<file path="src/verilog/arl_defines.svh">
// Purpose: Constants for the ADC serial readout lanes block
// Assumes: Output control byte layout as decoded by arl_readout_lanes
// Notes:   Offsets here are bit positions inside the control byte
`ifndef ARL_DEFINES_SVH
`define ARL_DEFINES_SVH

`define ARL_WORD_BITS        22
`define ARL_LANES            4
`define ARL_FIFO_DEPTH       4
`define ARL_CNT_W            5

// Output control byte fields
`define ARL_MODE_LSB         0
`define ARL_WIDTH_LSB        2
`define ARL_RATE_BIT         4
`define ARL_SRCSEL_LSB       6
`define ARL_OUT_CTRL_RESET   8'h00
`define ARL_IN_PROTO_RESET   2'h0

// Whole-byte values that keep daisy-chain behaviour
`define ARL_CTRL_DAISY_A     8'h00
`define ARL_CTRL_DAISY_B     8'h01

// Output mode field codes
`define ARL_MODE_STD         2'h0
`define ARL_MODE_EARLY       2'h1
`define ARL_MODE_SRC         2'h3

// Lane count field codes
`define ARL_WIDTH_DUAL       2'h2
`define ARL_WIDTH_QUAD       2'h3

// Source clock select codes and internal half periods in clk_in cycles
`define ARL_SRC_SCLK         2'h0
`define ARL_SRC_INT          2'h1
`define ARL_SRC_DIV2         2'h2
`define ARL_SRC_DIV4         2'h3
`define ARL_HALF_INT         3'h1
`define ARL_HALF_DIV2        3'h2
`define ARL_HALF_DIV4        3'h4

// Groups needed to move a whole word at 1, 2 and 4 lanes
`define ARL_GROUPS_1         5'h16
`define ARL_GROUPS_2         5'h0B
`define ARL_GROUPS_4         5'h06

`endif

</file>
<file path="src/verilog/arl_pkg.sv">
// Purpose: Types shared by the readout lanes design
// Assumes: Field layout matches arl_defines.svh
// Notes:   Control struct is packed in register bit order
package arl_pkg;

    typedef struct packed {
        logic [1:0] source_clock_select;
        logic       reserved;
        logic       data_rate;
        logic [1:0] output_lane_count;
        logic [1:0] output_mode_field;
    } arl_out_ctrl_t;

    typedef enum logic [2:0] {
        ARL_ST_IDLE = 3'b001,
        ARL_ST_SPI  = 3'b010,
        ARL_ST_SRC  = 3'b100
    } arl_state_t;

endpackage

</file>
<file path="src/verilog/arl_fifo.sv">
// Purpose: Small word FIFO between conversion results and the serial port
// Assumes: Single clock, synchronous active-low reset
// Notes:   Flags are registered so the write ready leaves a flip-flop
module arl_fifo #(
    parameter int WIDTH = 22,
    parameter int DEPTH = 4
) (
    input  wire logic             clk_in,
    input  wire logic             rst_n_in,
    input  wire logic [WIDTH-1:0] in_data_in,
    input  wire logic             in_valid_in,
    output logic                  in_ready_out,
    output logic [WIDTH-1:0]      out_data_out,
    output logic                  out_valid_out,
    input  wire logic             out_ready_in
);
    localparam int AW = $clog2(DEPTH);

    logic [WIDTH-1:0] mem [DEPTH];
    logic [AW-1:0]    wr_ptr;
    logic [AW-1:0]    rd_ptr;
    logic [AW:0]      count;
    logic             push;
    logic             pop;
    logic [AW:0]      next_count;

    assign push = in_valid_in && in_ready_out;
    assign pop  = out_valid_out && out_ready_in;
    assign out_data_out = mem[rd_ptr];

    always_comb begin
        next_count = count;
        if (push && !pop) begin
            next_count = count + 1'b1;
        end else if (pop && !push) begin
            next_count = count - 1'b1;
        end
    end

    always_ff @(posedge clk_in) begin
        if (!rst_n_in) begin
            count         <= '0;
            in_ready_out  <= 1'b1;
            out_valid_out <= 1'b0;
        end else begin
            count         <= next_count;
            in_ready_out  <= (next_count != (AW+1)'(DEPTH));
            out_valid_out <= (next_count != '0);
        end
    end

    always_ff @(posedge clk_in) begin
        if (!rst_n_in) begin
            wr_ptr <= '0;
            rd_ptr <= '0;
        end else begin
            if (push) begin
                wr_ptr <= (wr_ptr == AW'(DEPTH-1)) ? '0 : wr_ptr + 1'b1;
            end
            if (pop) begin
                rd_ptr <= (rd_ptr == AW'(DEPTH-1)) ? '0 : rd_ptr + 1'b1;
            end
        end
    end

    always_ff @(posedge clk_in) begin
        if (push) begin
            mem[wr_ptr] <= in_data_in;
        end
    end
endmodule

</file>
<file path="src/verilog/arl_clk_div.sv">
// Purpose: Output clock from the internal clock, divided by 2, 4 or 8
// Assumes: Internal clock is clk_in; level toggles each half period
// Notes:   A started high phase always completes before stopping
`include "arl_defines.svh"
module arl_clk_div (
    input  wire logic       clk_in,
    input  wire logic       rst_n_in,
    input  wire logic       run_in,
    input  wire logic [1:0] sel_in,
    output logic            level_out,
    output logic            rise_out
);
    logic [2:0] half;
    logic [2:0] cnt;

    always_comb begin
        case (sel_in)
            `ARL_SRC_DIV2: half = `ARL_HALF_DIV2;
            `ARL_SRC_DIV4: half = `ARL_HALF_DIV4;
            default:       half = `ARL_HALF_INT;
        endcase
    end

    always_ff @(posedge clk_in) begin
        if (!rst_n_in) begin
            cnt       <= 3'h0;
            level_out <= 1'b0;
            rise_out  <= 1'b0;
        end else begin
            rise_out <= 1'b0;
            if (run_in || level_out) begin
                if (cnt + 3'h1 >= half) begin
                    cnt       <= 3'h0;
                    level_out <= ~level_out;
                    rise_out  <= ~level_out;
                end else begin
                    cnt <= cnt + 3'h1;
                end
            end else begin
                cnt <= 3'h0;
            end
        end
    end
endmodule

</file>
<file path="src/verilog/arl_readout_lanes.sv">
// Purpose: Read-side output lanes of a SAR ADC serial port
// Assumes: cs_n_in and sclk_in are synchronous to clk_in (internal clock)
// Notes:   Control fields are taken at each chip-select fall
// Overview of operation
// - Launch edge follows polarity and phase
// - Lane count defaults one; dual/quad selectable
// - Dual lanes drive two bits per launch
// - Quad lanes drive four bits per launch
// - Early launch only for protocol 00/10
// - Early launch moves bits half period earlier
// - Early launch ignored for protocol 01/11
// - Strobe held low during SPI frames
// - Control 00h/01h long frame daisy-chains
// - Other controls zero-fill after 22 bits
// - Source-synchronous mode drives clock on strobe
// - Source select: serial, internal, /2, /4
// - Source-synchronous accepts same lane counts
// - Source-synchronous dual: two bits per rise
// - Source-synchronous quad: four bits per rise
// - Reset gives mode-0 single-lane SPI
// - Standard output mode follows input protocol
`include "arl_defines.svh"
module arl_readout_lanes (
    input  wire logic                       clk_in,
    input  wire logic                       rst_n_in,
    input  wire logic                       cs_n_in,
    input  wire logic                       sclk_in,
    input  wire logic                       chain_in,
    input  wire logic [1:0]                 input_protocol_field_in,
    input  wire logic [7:0]                 output_control_reg_in,
    input  wire logic [`ARL_WORD_BITS-1:0]  word_in,
    input  wire logic                       word_valid_in,
    output logic                            word_ready_out,
    output logic [`ARL_LANES-1:0]           out_lane_out,
    output logic                            ready_strobe_out
);
    arl_pkg::arl_out_ctrl_t   ctrl;
    arl_pkg::arl_state_t      state;
    logic [1:0]               proto;
    logic                     cs_q;
    logic                     sclk_q;
    logic                     cs_fall;
    logic                     cs_rise;
    logic                     sclk_rise;
    logic                     sclk_fall;
    logic [`ARL_WORD_BITS-1:0] sh;
    logic [`ARL_WORD_BITS-1:0] next_sh;
    logic                     primed;
    logic                     next_primed;
    logic [`ARL_CNT_W-1:0]    grp;
    logic [`ARL_CNT_W-1:0]    need;
    logic                     early;
    logic                     on_rise;
    logic                     launch;
    logic                     daisy;
    logic                     fill;
    logic                     div_run;
    logic                     div_level;
    logic                     div_rise;
    logic [`ARL_WORD_BITS-1:0] fifo_data;
    logic                     fifo_valid;
    logic                     fifo_in_ready;
    logic [`ARL_LANES-1:0]    next_lane;

    assign cs_fall   = cs_q && !cs_n_in;
    assign cs_rise   = !cs_q && cs_n_in;
    assign sclk_rise = sclk_in && !sclk_q;
    assign sclk_fall = !sclk_in && sclk_q;

    // Early launch only when capture phase puts first bit at chip-select fall
    assign early   = (ctrl.output_mode_field == `ARL_MODE_EARLY) && !proto[0];
    assign on_rise = (proto == 2'h1) || (proto == 2'h2);
    assign daisy   = (ctrl == arl_pkg::arl_out_ctrl_t'(`ARL_CTRL_DAISY_A)) ||
                     (ctrl == arl_pkg::arl_out_ctrl_t'(`ARL_CTRL_DAISY_B));
    assign fill    = daisy ? chain_in : 1'b0;

    always_comb begin
        case (state)
            arl_pkg::ARL_ST_SPI: launch = ((on_rise ^ early) ? sclk_rise : sclk_fall);
            arl_pkg::ARL_ST_SRC: launch = (ctrl.source_clock_select == `ARL_SRC_SCLK) ?
                                          sclk_rise : div_rise;
            default:             launch = 1'b0;
        endcase
    end

    always_comb begin
        case (ctrl.output_lane_count)
            `ARL_WIDTH_DUAL: need = `ARL_GROUPS_2;
            `ARL_WIDTH_QUAD: need = `ARL_GROUPS_4;
            default:         need = `ARL_GROUPS_1;
        endcase
    end

    // Shift by the active lane count; zeros or chain input refill the tail
    always_comb begin
        next_sh     = sh;
        next_primed = primed;
        if (launch) begin
            if (!primed) begin
                next_primed = 1'b1;
            end else begin
                case (ctrl.output_lane_count)
                    `ARL_WIDTH_DUAL: next_sh = {sh[`ARL_WORD_BITS-3:0], 2'h0};
                    `ARL_WIDTH_QUAD: next_sh = {sh[`ARL_WORD_BITS-5:0], 4'h0};
                    default:         next_sh = {sh[`ARL_WORD_BITS-2:0], fill};
                endcase
            end
        end
    end

    // Lane 0 gets the most significant bit of each group
    genvar gi;
    generate
        for (gi = 0; gi < `ARL_LANES; gi++) begin : g_lane
            always_comb begin
                case (ctrl.output_lane_count)
                    `ARL_WIDTH_DUAL: next_lane[gi] = (gi < 2) && next_sh[`ARL_WORD_BITS-1-gi];
                    `ARL_WIDTH_QUAD: next_lane[gi] = next_sh[`ARL_WORD_BITS-1-gi];
                    default:         next_lane[gi] = (gi == 0) && next_sh[`ARL_WORD_BITS-1];
                endcase
            end
        end
    endgenerate

    always_ff @(posedge clk_in) begin
        if (!rst_n_in) begin
            cs_q   <= 1'b1;
            sclk_q <= 1'b0;
        end else begin
            cs_q   <= cs_n_in;
            sclk_q <= sclk_in;
        end
    end

    // Frame state and control taken at chip-select fall
    always_ff @(posedge clk_in) begin
        if (!rst_n_in) begin
            state <= arl_pkg::ARL_ST_IDLE;
            ctrl  <= arl_pkg::arl_out_ctrl_t'(`ARL_OUT_CTRL_RESET);
            proto <= `ARL_IN_PROTO_RESET;
        end else begin
            case (state)
                arl_pkg::ARL_ST_IDLE: begin
                    if (cs_fall) begin
                        ctrl  <= arl_pkg::arl_out_ctrl_t'(output_control_reg_in);
                        proto <= input_protocol_field_in;
                        if (output_control_reg_in[`ARL_MODE_LSB+:2] == `ARL_MODE_SRC) begin
                            state <= arl_pkg::ARL_ST_SRC;
                        end else begin
                            state <= arl_pkg::ARL_ST_SPI;
                        end
                    end
                end
                arl_pkg::ARL_ST_SPI,
                arl_pkg::ARL_ST_SRC: begin
                    if (cs_rise) begin
                        state <= arl_pkg::ARL_ST_IDLE;
                    end
                end
                default: state <= arl_pkg::ARL_ST_IDLE;
            endcase
        end
    end

    // Shift register, group counter and first-group flag
    always_ff @(posedge clk_in) begin
        if (!rst_n_in) begin
            sh     <= '0;
            primed <= 1'b0;
            grp    <= '0;
        end else if (state == arl_pkg::ARL_ST_IDLE) begin
            if (cs_fall) begin
                sh <= fifo_valid ? fifo_data : '0;
                // Phase-0 protocols show the first group at chip-select fall
                primed <= (output_control_reg_in[`ARL_MODE_LSB+:2] != `ARL_MODE_SRC) &&
                          !input_protocol_field_in[0];
                grp    <= ((output_control_reg_in[`ARL_MODE_LSB+:2] != `ARL_MODE_SRC) &&
                           !input_protocol_field_in[0]) ? 5'h01 : 5'h00;
            end else begin
                primed <= 1'b0;
            end
        end else begin
            sh     <= next_sh;
            primed <= next_primed;
            if (launch && grp != 5'h1F) begin
                grp <= grp + 5'h01;
            end
        end
    end

    // Lanes and strobe leave flip-flops
    always_ff @(posedge clk_in) begin
        if (!rst_n_in) begin
            out_lane_out     <= '0;
            ready_strobe_out <= 1'b0;
        end else begin
            if (state == arl_pkg::ARL_ST_IDLE) begin
                out_lane_out <= '0;
            end else begin
                out_lane_out <= next_primed ? next_lane : '0;
            end
            if (state == arl_pkg::ARL_ST_SRC) begin
                ready_strobe_out <= (ctrl.source_clock_select == `ARL_SRC_SCLK) ?
                                    sclk_in : div_level;
            end else begin
                ready_strobe_out <= 1'b0;
            end
        end
    end

    // Buffer's own registered not-full flag; a delayed copy would accept words that the full buffer drops
    assign word_ready_out = fifo_in_ready;

    assign div_run = (state == arl_pkg::ARL_ST_SRC) && !cs_n_in && (grp < need);

    arl_clk_div u_div (
        .clk_in    (clk_in),
        .rst_n_in  (rst_n_in),
        .run_in    (div_run),
        .sel_in    (ctrl.source_clock_select),
        .level_out (div_level),
        .rise_out  (div_rise)
    );

    arl_fifo #(
        .WIDTH (`ARL_WORD_BITS),
        .DEPTH (`ARL_FIFO_DEPTH)
    ) u_fifo (
        .clk_in        (clk_in),
        .rst_n_in      (rst_n_in),
        .in_data_in    (word_in),
        .in_valid_in   (word_valid_in && word_ready_out),
        .in_ready_out  (fifo_in_ready),
        .out_data_out  (fifo_data),
        .out_valid_out (fifo_valid),
        .out_ready_in  ((state == arl_pkg::ARL_ST_IDLE) && cs_fall)
    );

    property p_spi_strobe_low;
        @(posedge clk_in) disable iff (!rst_n_in)
        (state == arl_pkg::ARL_ST_SPI) |=> !ready_strobe_out;
    endproperty
    a_spi_strobe_low: assert property (p_spi_strobe_low) else $error("strobe high in SPI frame");

    property p_reset_default;
        @(posedge clk_in)
        !rst_n_in |=> (ctrl == arl_pkg::arl_out_ctrl_t'(`ARL_OUT_CTRL_RESET)) && (proto == 2'h0)
                      && (state == arl_pkg::ARL_ST_IDLE);
    endproperty
    a_reset_default: assert property (p_reset_default) else $error("reset did not give mode 0");

    property p_early_ignored;
        @(posedge clk_in) disable iff (!rst_n_in)
        (state == arl_pkg::ARL_ST_SPI) && proto[0] && (ctrl.output_mode_field == `ARL_MODE_EARLY) && primed
        && (on_rise ? sclk_fall : sclk_rise) |=> grp == $past(grp);
    endproperty
    a_early_ignored: assert property (p_early_ignored) else $error("early launch with phase 1");

    property p_early_on_capture;
        @(posedge clk_in) disable iff (!rst_n_in)
        (state == arl_pkg::ARL_ST_SPI) && early && primed && (proto == 2'h0) && sclk_rise
        |=> (grp == $past(grp) + 5'h01) || ($past(grp) == 5'h1F);
    endproperty
    a_early_on_capture: assert property (p_early_on_capture) else $error("early launch missed");

    property p_dual_lanes;
        @(posedge clk_in) disable iff (!rst_n_in)
        (state != arl_pkg::ARL_ST_IDLE) && (ctrl.output_lane_count == `ARL_WIDTH_DUAL) && launch && primed
        |=> out_lane_out[1:0] == {$past(sh[`ARL_WORD_BITS-4]), $past(sh[`ARL_WORD_BITS-3])}
            && out_lane_out[3:2] == 2'h0;
    endproperty
    a_dual_lanes: assert property (p_dual_lanes) else $error("dual lanes wrong");

    property p_quad_lanes;
        @(posedge clk_in) disable iff (!rst_n_in)
        (state != arl_pkg::ARL_ST_IDLE) && (ctrl.output_lane_count == `ARL_WIDTH_QUAD) && launch && primed
        |=> out_lane_out == {<<{$past(sh[`ARL_WORD_BITS-5 -: 4])}};
    endproperty
    a_quad_lanes: assert property (p_quad_lanes) else $error("quad lanes wrong");

    property p_zero_fill;
        @(posedge clk_in) disable iff (!rst_n_in)
        (state == arl_pkg::ARL_ST_SPI) && !daisy && (grp > need) && primed |=> out_lane_out == '0;
    endproperty
    a_zero_fill: assert property (p_zero_fill) else $error("no zero fill after word");

    property p_src_clock;
        @(posedge clk_in) disable iff (!rst_n_in)
        (state == arl_pkg::ARL_ST_SRC) && (ctrl.source_clock_select != `ARL_SRC_SCLK) && div_rise
        |=> ready_strobe_out;
    endproperty
    a_src_clock: assert property (p_src_clock) else $error("strobe not following output clock");

    property p_first_at_cs;
        @(posedge clk_in) disable iff (!rst_n_in)
        (state == arl_pkg::ARL_ST_IDLE) && cs_fall && !input_protocol_field_in[0]
        && (output_control_reg_in[`ARL_MODE_LSB+:2] != `ARL_MODE_SRC) |=> primed;
    endproperty
    a_first_at_cs: assert property (p_first_at_cs) else $error("first bit not at chip-select fall");

    c_quad_spi:  cover property (@(posedge clk_in) (state == arl_pkg::ARL_ST_SPI) && grp == `ARL_GROUPS_4
                                  && ctrl.output_lane_count == `ARL_WIDTH_QUAD);
    c_src_div4:  cover property (@(posedge clk_in) (state == arl_pkg::ARL_ST_SRC) && div_rise
                                  && ctrl.source_clock_select == `ARL_SRC_DIV4);
    c_daisy:     cover property (@(posedge clk_in) (state == arl_pkg::ARL_ST_SPI) && daisy && grp > need);
endmodule

</file>
<file path="config.mk">
export PLATFORM = sky130hd
export DESIGN_NAME = arl_readout_lanes
export DESIGN_NICKNAME = d
export VERILOG_FILES = /design/src/verilog/arl_pkg.sv /design/src/verilog/arl_fifo.sv /design/src/verilog/arl_clk_div.sv /design/src/verilog/arl_readout_lanes.sv
export VERILOG_INCLUDE_DIRS = /design/src /design/src/verilog
export SDC_FILE = /design/constraint.sdc
export NUM_CORES = 1
export LEC_CHECK = 0
export BUFFER_PORTS_ARGS = -buffer_cell sky130_fd_sc_hd__buf_2
export CAP_MARGIN = 0
export CORE_MARGIN = 2
export CORE_UTILIZATION = 63
export CTS_BUF_LIST = sky130_fd_sc_hd__clkbuf_8
export DETAILED_ROUTE_END_ITERATION = 10
export PLACE_DENSITY = 0.82
export SYNTH_ARGS = -nofsm -noshare
export SYNTH_HDL_FRONTEND = slang
export SYNTH_SLANG_ARGS = --single-unit
</file>
<file path="constraint.sdc">
create_clock -name clk_in -period 2.92 [get_ports clk_in]
set_clock_uncertainty 0.05 [all_clocks]
set_input_delay 0.146 -clock clk_in [delete_from_list [all_inputs] [get_ports clk_in]]
set_output_delay 0.146 -clock clk_in [all_outputs]
set_load 0.05 [all_outputs]
</file>
**After elaboration in Yosys (flattened, before gate mapping)**

Memory sizes are Yosys's and may differ from the RTL's. A register that Yosys moved wholly into a read port is not among the register bits.
Index checks and enable logic that the tools add are counted.

- $add $sub $neg: 6
- Order comparisons: 2
- Equal/unequal tests: 19
- Bitwise operators: 7
- Mux-type cells: 32
- Reduce and logical (&&, ||, !) cells: 45

Operators by type and width:

| cell | count |
|---|---|
| 2-to-1 mux 22 bit | 5 |
| one-hot mux 22 bit (2 select lines) | 1 |
| equality test 2 bit, second input constant | 8 |
| logical AND 1 bit | 15 |
| 2-to-1 mux 3 bit | 5 |
| 2-to-1 mux 5 bit | 3 |
| one-hot mux 3 bit (2 select lines) | 2 |
| 2-to-1 mux 1 bit | 10 |
| one-hot mux 5 bit (2 select lines) | 1 |
| AND reduction 2 bit | 5 |
| equality test 8 x 1 -> 1 bit, second input constant | 1 |
| logical NOT 1 bit | 8 |
| logical NOT 8 bit | 1 |
| 2-to-1 mux 2 bit | 4 |
| OR reduction 4 bit | 2 |
| adder 3 x 1 -> 3 bit, second input constant | 2 |
| != test 2 bit, second input constant | 3 |
| NOT 1 bit | 6 |
| AND reduction 3 bit | 2 |
| nonzero test 2 bit | 3 |
| OR reduction 3 bit | 2 |
| adder 5 x 1 -> 5 bit, second input constant | 1 |
| less-than comparator 5 bit | 1 |
| != test 5 bit, second input constant | 1 |
| 14 further kinds | 19 |

- Memories kept: 1
- Input bits: 38
- Bits in writable memories: 88
- Word-level logic and storage cells: 137
- Output and inout bits: 6
- Bits in registers: 62

Memories:

| memory | depth | bits a word | read ports | clocked after Yosys merged registers in | wr ports | line | text |
|---|---|---|---|---|---|---|---|
| u_fifo.mem | 4 | 22 | 1 | 1 | 1 | arl_fifo.sv:19 | `logic [WIDTH-1:0] mem [DEPTH];` |

**Depth between registers and ports, before layout**

- Depth after elaboration: 8
- Gate-level depth with buffers: 10

**Modules after synthesis**

Synthesis repeated with hierarchy kept, for this count alone.

- Cells, all modules: 567
- Area, all modules: 6862.8 sq um

By module, submodules not included:

| module | sequential area each (sq um) | cells an instance | area an instance (sq um) | instances |
|---|---|---|---|---|
| arl_fifo | 2862.7 | 179 | 3771.1 | 1 |
| arl_readout_lanes | 960.9 | 364 | 2825.2 | 1 |
| arl_clk_div | 100.1 | 24 | 266.5 | 1 |

**Worst setup path before layout**

OpenSTA, ideal clock, no wires.

- Path type: register -> register
- Start: register ctrl[2] in the netlist's numbering
- End: register u_div.level_out
- Library setup time: 0.057 ns
- Data arrival time: 2.348 ns
- Path buffers: 3
- Setup slack: 0.464 ns
- Cell stages (with the launch flop): 11
- Cell sequence: dfxtp_1 -> buf_2 -> buf_2 -> buf_2 -> nor2_1 -> ha_1 -> a31o_1 -> a21o_1 -> a2111oi_4 -> nor3b_2 -> a21o_1

- Word-level cells in the longest chain between the ends: 6

RTL lines:

| item | line | text |
|---|---|---|
| start: declaration | arl_readout_lanes.sv:37 | `arl_pkg::arl_out_ctrl_t ctrl;` |
| start signal: assignment | arl_readout_lanes.sv:139 | `` ctrl <= arl_pkg::arl_out_ctrl_t'(`ARL_OUT_CTRL_RESET); `` |
| start signal: assignment | arl_readout_lanes.sv:145 | `ctrl <= arl_pkg::arl_out_ctrl_t'(output_control_reg_in);` |
| equality test 2 bit | arl_readout_lanes.sv:87 | `case (ctrl.output_lane_count)` |
| one-hot mux 5 bit (2 select lines) * | arl_readout_lanes.sv:87 |  |
| less-than comparator 5 bit * | arl_readout_lanes.sv:214 | `assign div_run = (state == arl_pkg::ARL_ST_SRC) && !cs_n_in && (grp < need);` |
| logical AND 1 bit * | arl_readout_lanes.sv:214 |  |
| logical OR 1 bit * | arl_clk_div.sv:31 | `if (run_in \|\| level_out) begin` |
| AND reduction 2 bit (no line) * | - |  |
| end signal: assignment | arl_clk_div.sv:34 | `level_out <= ~level_out;` |
| end: declaration | arl_clk_div.sv:10 | `output logic level_out,` |

Mark *: on every way between the ends. The rest lies on a longest branch, timed or not.
A chain may end at the register's enable or synchronous reset.

**Final worst setup path**

- Start: register sclk_q
- End: register out_lane_out[3]

- Word-level cells in the longest chain between the ends: 7

RTL lines:

| item | line | text |
|---|---|---|
| start: declaration | arl_readout_lanes.sv:41 | `logic sclk_q;` |
| start signal: assignment | arl_readout_lanes.sv:131 | `sclk_q <= sclk_in;` |
| logical NOT 1 bit | arl_readout_lanes.sv:67 | `assign sclk_rise = sclk_in && !sclk_q;` |
| logical AND 1 bit | arl_readout_lanes.sv:67 |  |
| 2-to-1 mux 1 bit, on equally long branches | arl_readout_lanes.sv:80, arl_readout_lanes.sv:79 |  |
| one-hot mux 1 bit (2 select lines) * | arl_readout_lanes.sv:78 | `case (state)` |
| 2-to-1 mux 1 bit | arl_readout_lanes.sv:98 | `if (launch) begin` |
| NOT 1 bit (no line) | - |  |
| OR reduction 4 bit (no line) | - |  |
| end signal: assignment | arl_readout_lanes.sv:200 | `out_lane_out <= next_primed ? next_lane : '0;` |
| end: declaration | arl_readout_lanes.sv:34 | `` output logic [`ARL_LANES-1:0] out_lane_out, `` |

Mark *: on every way between the ends. The rest lies on a longest branch, timed or not. The select of a mux whose other input is x is not followed.

==> summary.txt <==
Floorplanning
  • I/O pin cnt: 44
  • Die Area: 11600 um2
  • Chip width: 108 um
  • Die height: 108 um
  • FP Rows: 37
  • Starting density of the core: 0.652
  • Core footprint: 10400 um2

Worst setup path
  • Crit Reg-Reg Endpoint: out_lane_out[3]$_SDFF_PP0_
  • Slowest cell on crit path: or2_0
  • Worst reg2reg startpoint: sclk_q$_SDFF_PN0_
  • Worst EP arrival: 2.78 ns
  • Worst Path Buf+Inv: 0
  • R2R Setup Slk: 0.45 ns
  • WP data required: 3.23 ns
  • Critical path startpoint category: flop
  • Path depth of the worst reg2reg path: 6
  • Crit path max fanout: 16
  • CP endpoint kind: flop
  • Largest stage delay, worst path: 0.47 ns
  • Crit path max-delay family: simple AND/OR/NAND/NOR gates
  • WS Path Type: reg -> reg
  • Crit path cell chain: or3b_1 > a211oi_1 > or2_0 > a21o_4 > o211ai_1 > nor3b_1

Route
  • Final ANT Viol Nets: 0
  • Initial DRC Count: 360
  • WL/cell: 19.1 um
  • Post-route DRC: 0
  • Post-Route WL: 15.0 mm
  • Via/cell ratio: 6.20
  • DR pass1 iterations: 7
  • DR vias: 4860

Synthesis
  • Synthesized Nets: 613
  • Share of the synthesized area in the top cell type: 0.391
  • EDFF count, synth: 88
  • Ys flop type: edfxtp_1
  • Mapped cell area: 6760 um2
  • Synth Area in Simple Gates: 0.116
  • Post-synthesis adder-cell area fraction: 0.0296
  • Mux cell area share after synthesis: 0.103
  • Largest family of logic cells by synthesized area: compound AO/OA/AOI/OAI gates
  • Top-count cell post-synth: edfxtp_1
  • Seq/Total Area, Yosys: 0.580
  • Number of distinct library cells after synthesis: 56
  • Syn_area_per_cell: 12.1 um2
  • Synth Warn #: 0
  • Synth cell count leaders: 88 x edfxtp_1, 64 x dfxtp_1, 56 x a21oi_1, 45 x nand2_1, 38 x nor2_1
  • Synth area leader: edfxtp_1
  • Register bit total from synthesis: 152
  • Synth Area in Compound Gates: 0.137
  • Xor/xnor share of the synthesized area: 0.00518
  • Synth async-reset ratio: 0
  • Area contributors post-synth: edfxtp_1 39%, dfxtp_1 19%, mux4_2 7.3%
  • Mapped Cells: 559

Placed design
  • Gp weighted congestion: 0.902
  • Dpl hpwl: 8.89 mm
  • Port bufs: 43

Clock network
  • Clock root buffer: clkbuf_8
  • Max H-tree Level: 4
  • Num CTS Buffers: 17
  • Clk Latency, worst-skew pair: 0.45 ns
  • Post_cts resized: 0
  • CTS tree: done
  • Clock transition at path regs: 0.08 ns
  • Clock Path Buffers: 2
  • Sink Count: 152

Timing
  • Setup-failing EPs final: 0
  • Final min period: 2.47 ns
  • Worst-Margin Slew: 0.658 ns
  • Final period utilization: 0.846
  • Max Slew Vio Count: 0
  • Setup TNS: 0 ns
  • Slew headroom: 0.560
  • FMAX: 405 MHz
  • Final hold viol count: 0
  • RSZ-0062 raised after global routing: false

Pwr
  • Peak supply drop: 669 uV
  • Leakage: 2.82 nW
  • Pwr dens: 611 nW/um2

Global routing
  • Largest net degree at the start of global routing: 37
  • Met2 Use GR: 0.485
  • Global routing usage on met3: 0.0854
  • First-pass GRT wire length: 24.4 mm
  • Initial antenna violation count: 0
  • GR Layer Usage met1: 0.341
  • Global route overflow: 0
  • Vias in the first global route: 4871
  • GR peak layer: met2
  • Total GRT Usage: 0.282

Worst hold path
  • Hold Path Depth: 2
  • Worst Hold Launch: rst_n_in
  • WHS Endpoint: cs_q$_SDFF_PN1_
  • Worst hold path class: in -> reg

Cells and area
  • P&R area growth vs syn: 15.7%
  • Nets: 689
  • Post-layout util: 0.754
  • Share of post-route cells with drive strength above 1: 0.185
  • Antenna cells: 0

Run
  • MaxCap Viol Count: 0

Run status
  • Status: completed
-- worst reg2reg max path, delay by kind of cell (launching register included) --
family / cells / cell delay (ns)
AOI/OAI and AO/OA: 3 / 0.83
DFF: 1 / 0.40
and+or+nand+nor: 3 / 1.11
-- area by class of cell --
| class | count | area, um2 |
|---|---|---|
| clock buffers | 18 | 248 |
| clock inverters | 14 | 139 |
| fillers | 631 | 2550 |
| inverters | 11 | 41.3 |
| multi-input cells | 362 | 2640 |
| flip-flops and latches | 152 | 3920 |
| well taps | 136 | 170 |
| repair buffers | 91 | 661 |
-- registers in the layout, summed over array words and instances, names as in the netlist, 2 cells and up, named ones only --
signal and count:
u_fifo.mem 88, ctrl 8, u_fifo.count 3, u_fifo.wr_ptr 2, sh 22, proto 2
u_div.cnt 3, grp 5, u_fifo.rd_ptr 2, state 3, out_lane_out 4
-- kinds of logic (layout without fill, tap and decap cells) --
logic type,after synthesis,count (layout)
buffers and inverters,45,134
AOI/OAI and AO/OA,143,143
and+or+nand+nor,157,157
DFF,152,152
muxes,42,42
xor gates and xnor gates,4,4
adders and majority gates,16,16
-- metal layers --
layer | vias to the layer above | wire length, um | share of wire
li1 | 2279 | - | -
met1 | 2357 | 6090 | 0.41
met2 | 193 | 7610 | 0.51
met3 | 31 | 964 | 0.064
met4 | 0 | 305 | 0.020
met5 | - | 0 | 0
-- stage by stage --
stage / area, um2 / worst slack (ns) / power (mW) / hold slack [ns] / cells
final: 7820 / 0.450 / 4.78 / 0.0755 / 784
after global routing: 7820 / 0.268 / 4.98 / 0.101 / 784
after CTS: 7820 / 0.525 / 4.78 / 0.0559 / 784
after detailed placement: 7100 / 0.580 / 3.21 / 0.313 / 718
after global placement: 7100 / 0.673 / 3.17 / 0.306 / 718
after floorplan: 6760 / 0.464 / 3.01 / 0.195 / 559
-- power breakdown --
group / switching, mW / internal (mW) / total, mW
clock: 0.852 / 0.718 / 1.57
combinational: 0.394 / 0.313 / 0.707
sequential: 0.107 / 2.40 / 2.51
-- cell usage in the layout (no fill, tap or decap), drive strengths merged, types with 8 or more instances in the layout --
| cell type | instances |
|---|---|
| a22oi | 16 |
| clkbuf | 18 |
| inv | 18 |
| nand3 | 14 |
| a211oi | 8 |
| mux4 | 22 |
| mux2i | 20 |
| dfxtp | 64 |
| dlygate4sd3 | 34 |
| nor3 | 9 |
| nand2 | 45 |
| nor2 | 39 |
| o21ai | 29 |
| nor2b | 8 |
| ha | 16 |
| a21oi | 57 |
| and3 | 13 |
| nand2b | 9 |
| buf | 57 |
| edfxtp | 88 |
| a21o | 8 |
-- timing repair --
action | 4_1_cts | 5_1_grt
setup buffers | 0 | 0
hold buffers | 34 | 0
endpoints found under the hold margin | 103 | 0
-- worst max path at each step --
| stage | from | to | slack, ns | cells past startpoint |
|---|---|---|---|---|
| after global placement | sclk_q$_SDFF_PN0_ | out_lane_out[2]$_SDFF_PP0_ | 0.67 | 6 |
| final | sclk_q$_SDFF_PN0_ | out_lane_out[3]$_SDFF_PP0_ | 0.45 | 6 |
| after detailed placement | state[2]$_SDFFE_PN0P_ | u_fifo.in_ready_out$_SDFF_PN1_ | 0.58 | 6 |
| after floorplan | ctrl[2]$_SDFFE_PN0N_ | u_div.level_out$_SDFFE_PN0P_ | 0.46 | 10 |
| after global routing | sclk_q$_SDFF_PN0_ | out_lane_out[3]$_SDFF_PP0_ | 0.27 | 6 |
| after CTS | sclk_q$_SDFF_PN0_ | out_lane_out[3]$_SDFF_PP0_ | 0.52 | 6 |
(Power assumes the default switching activity.)
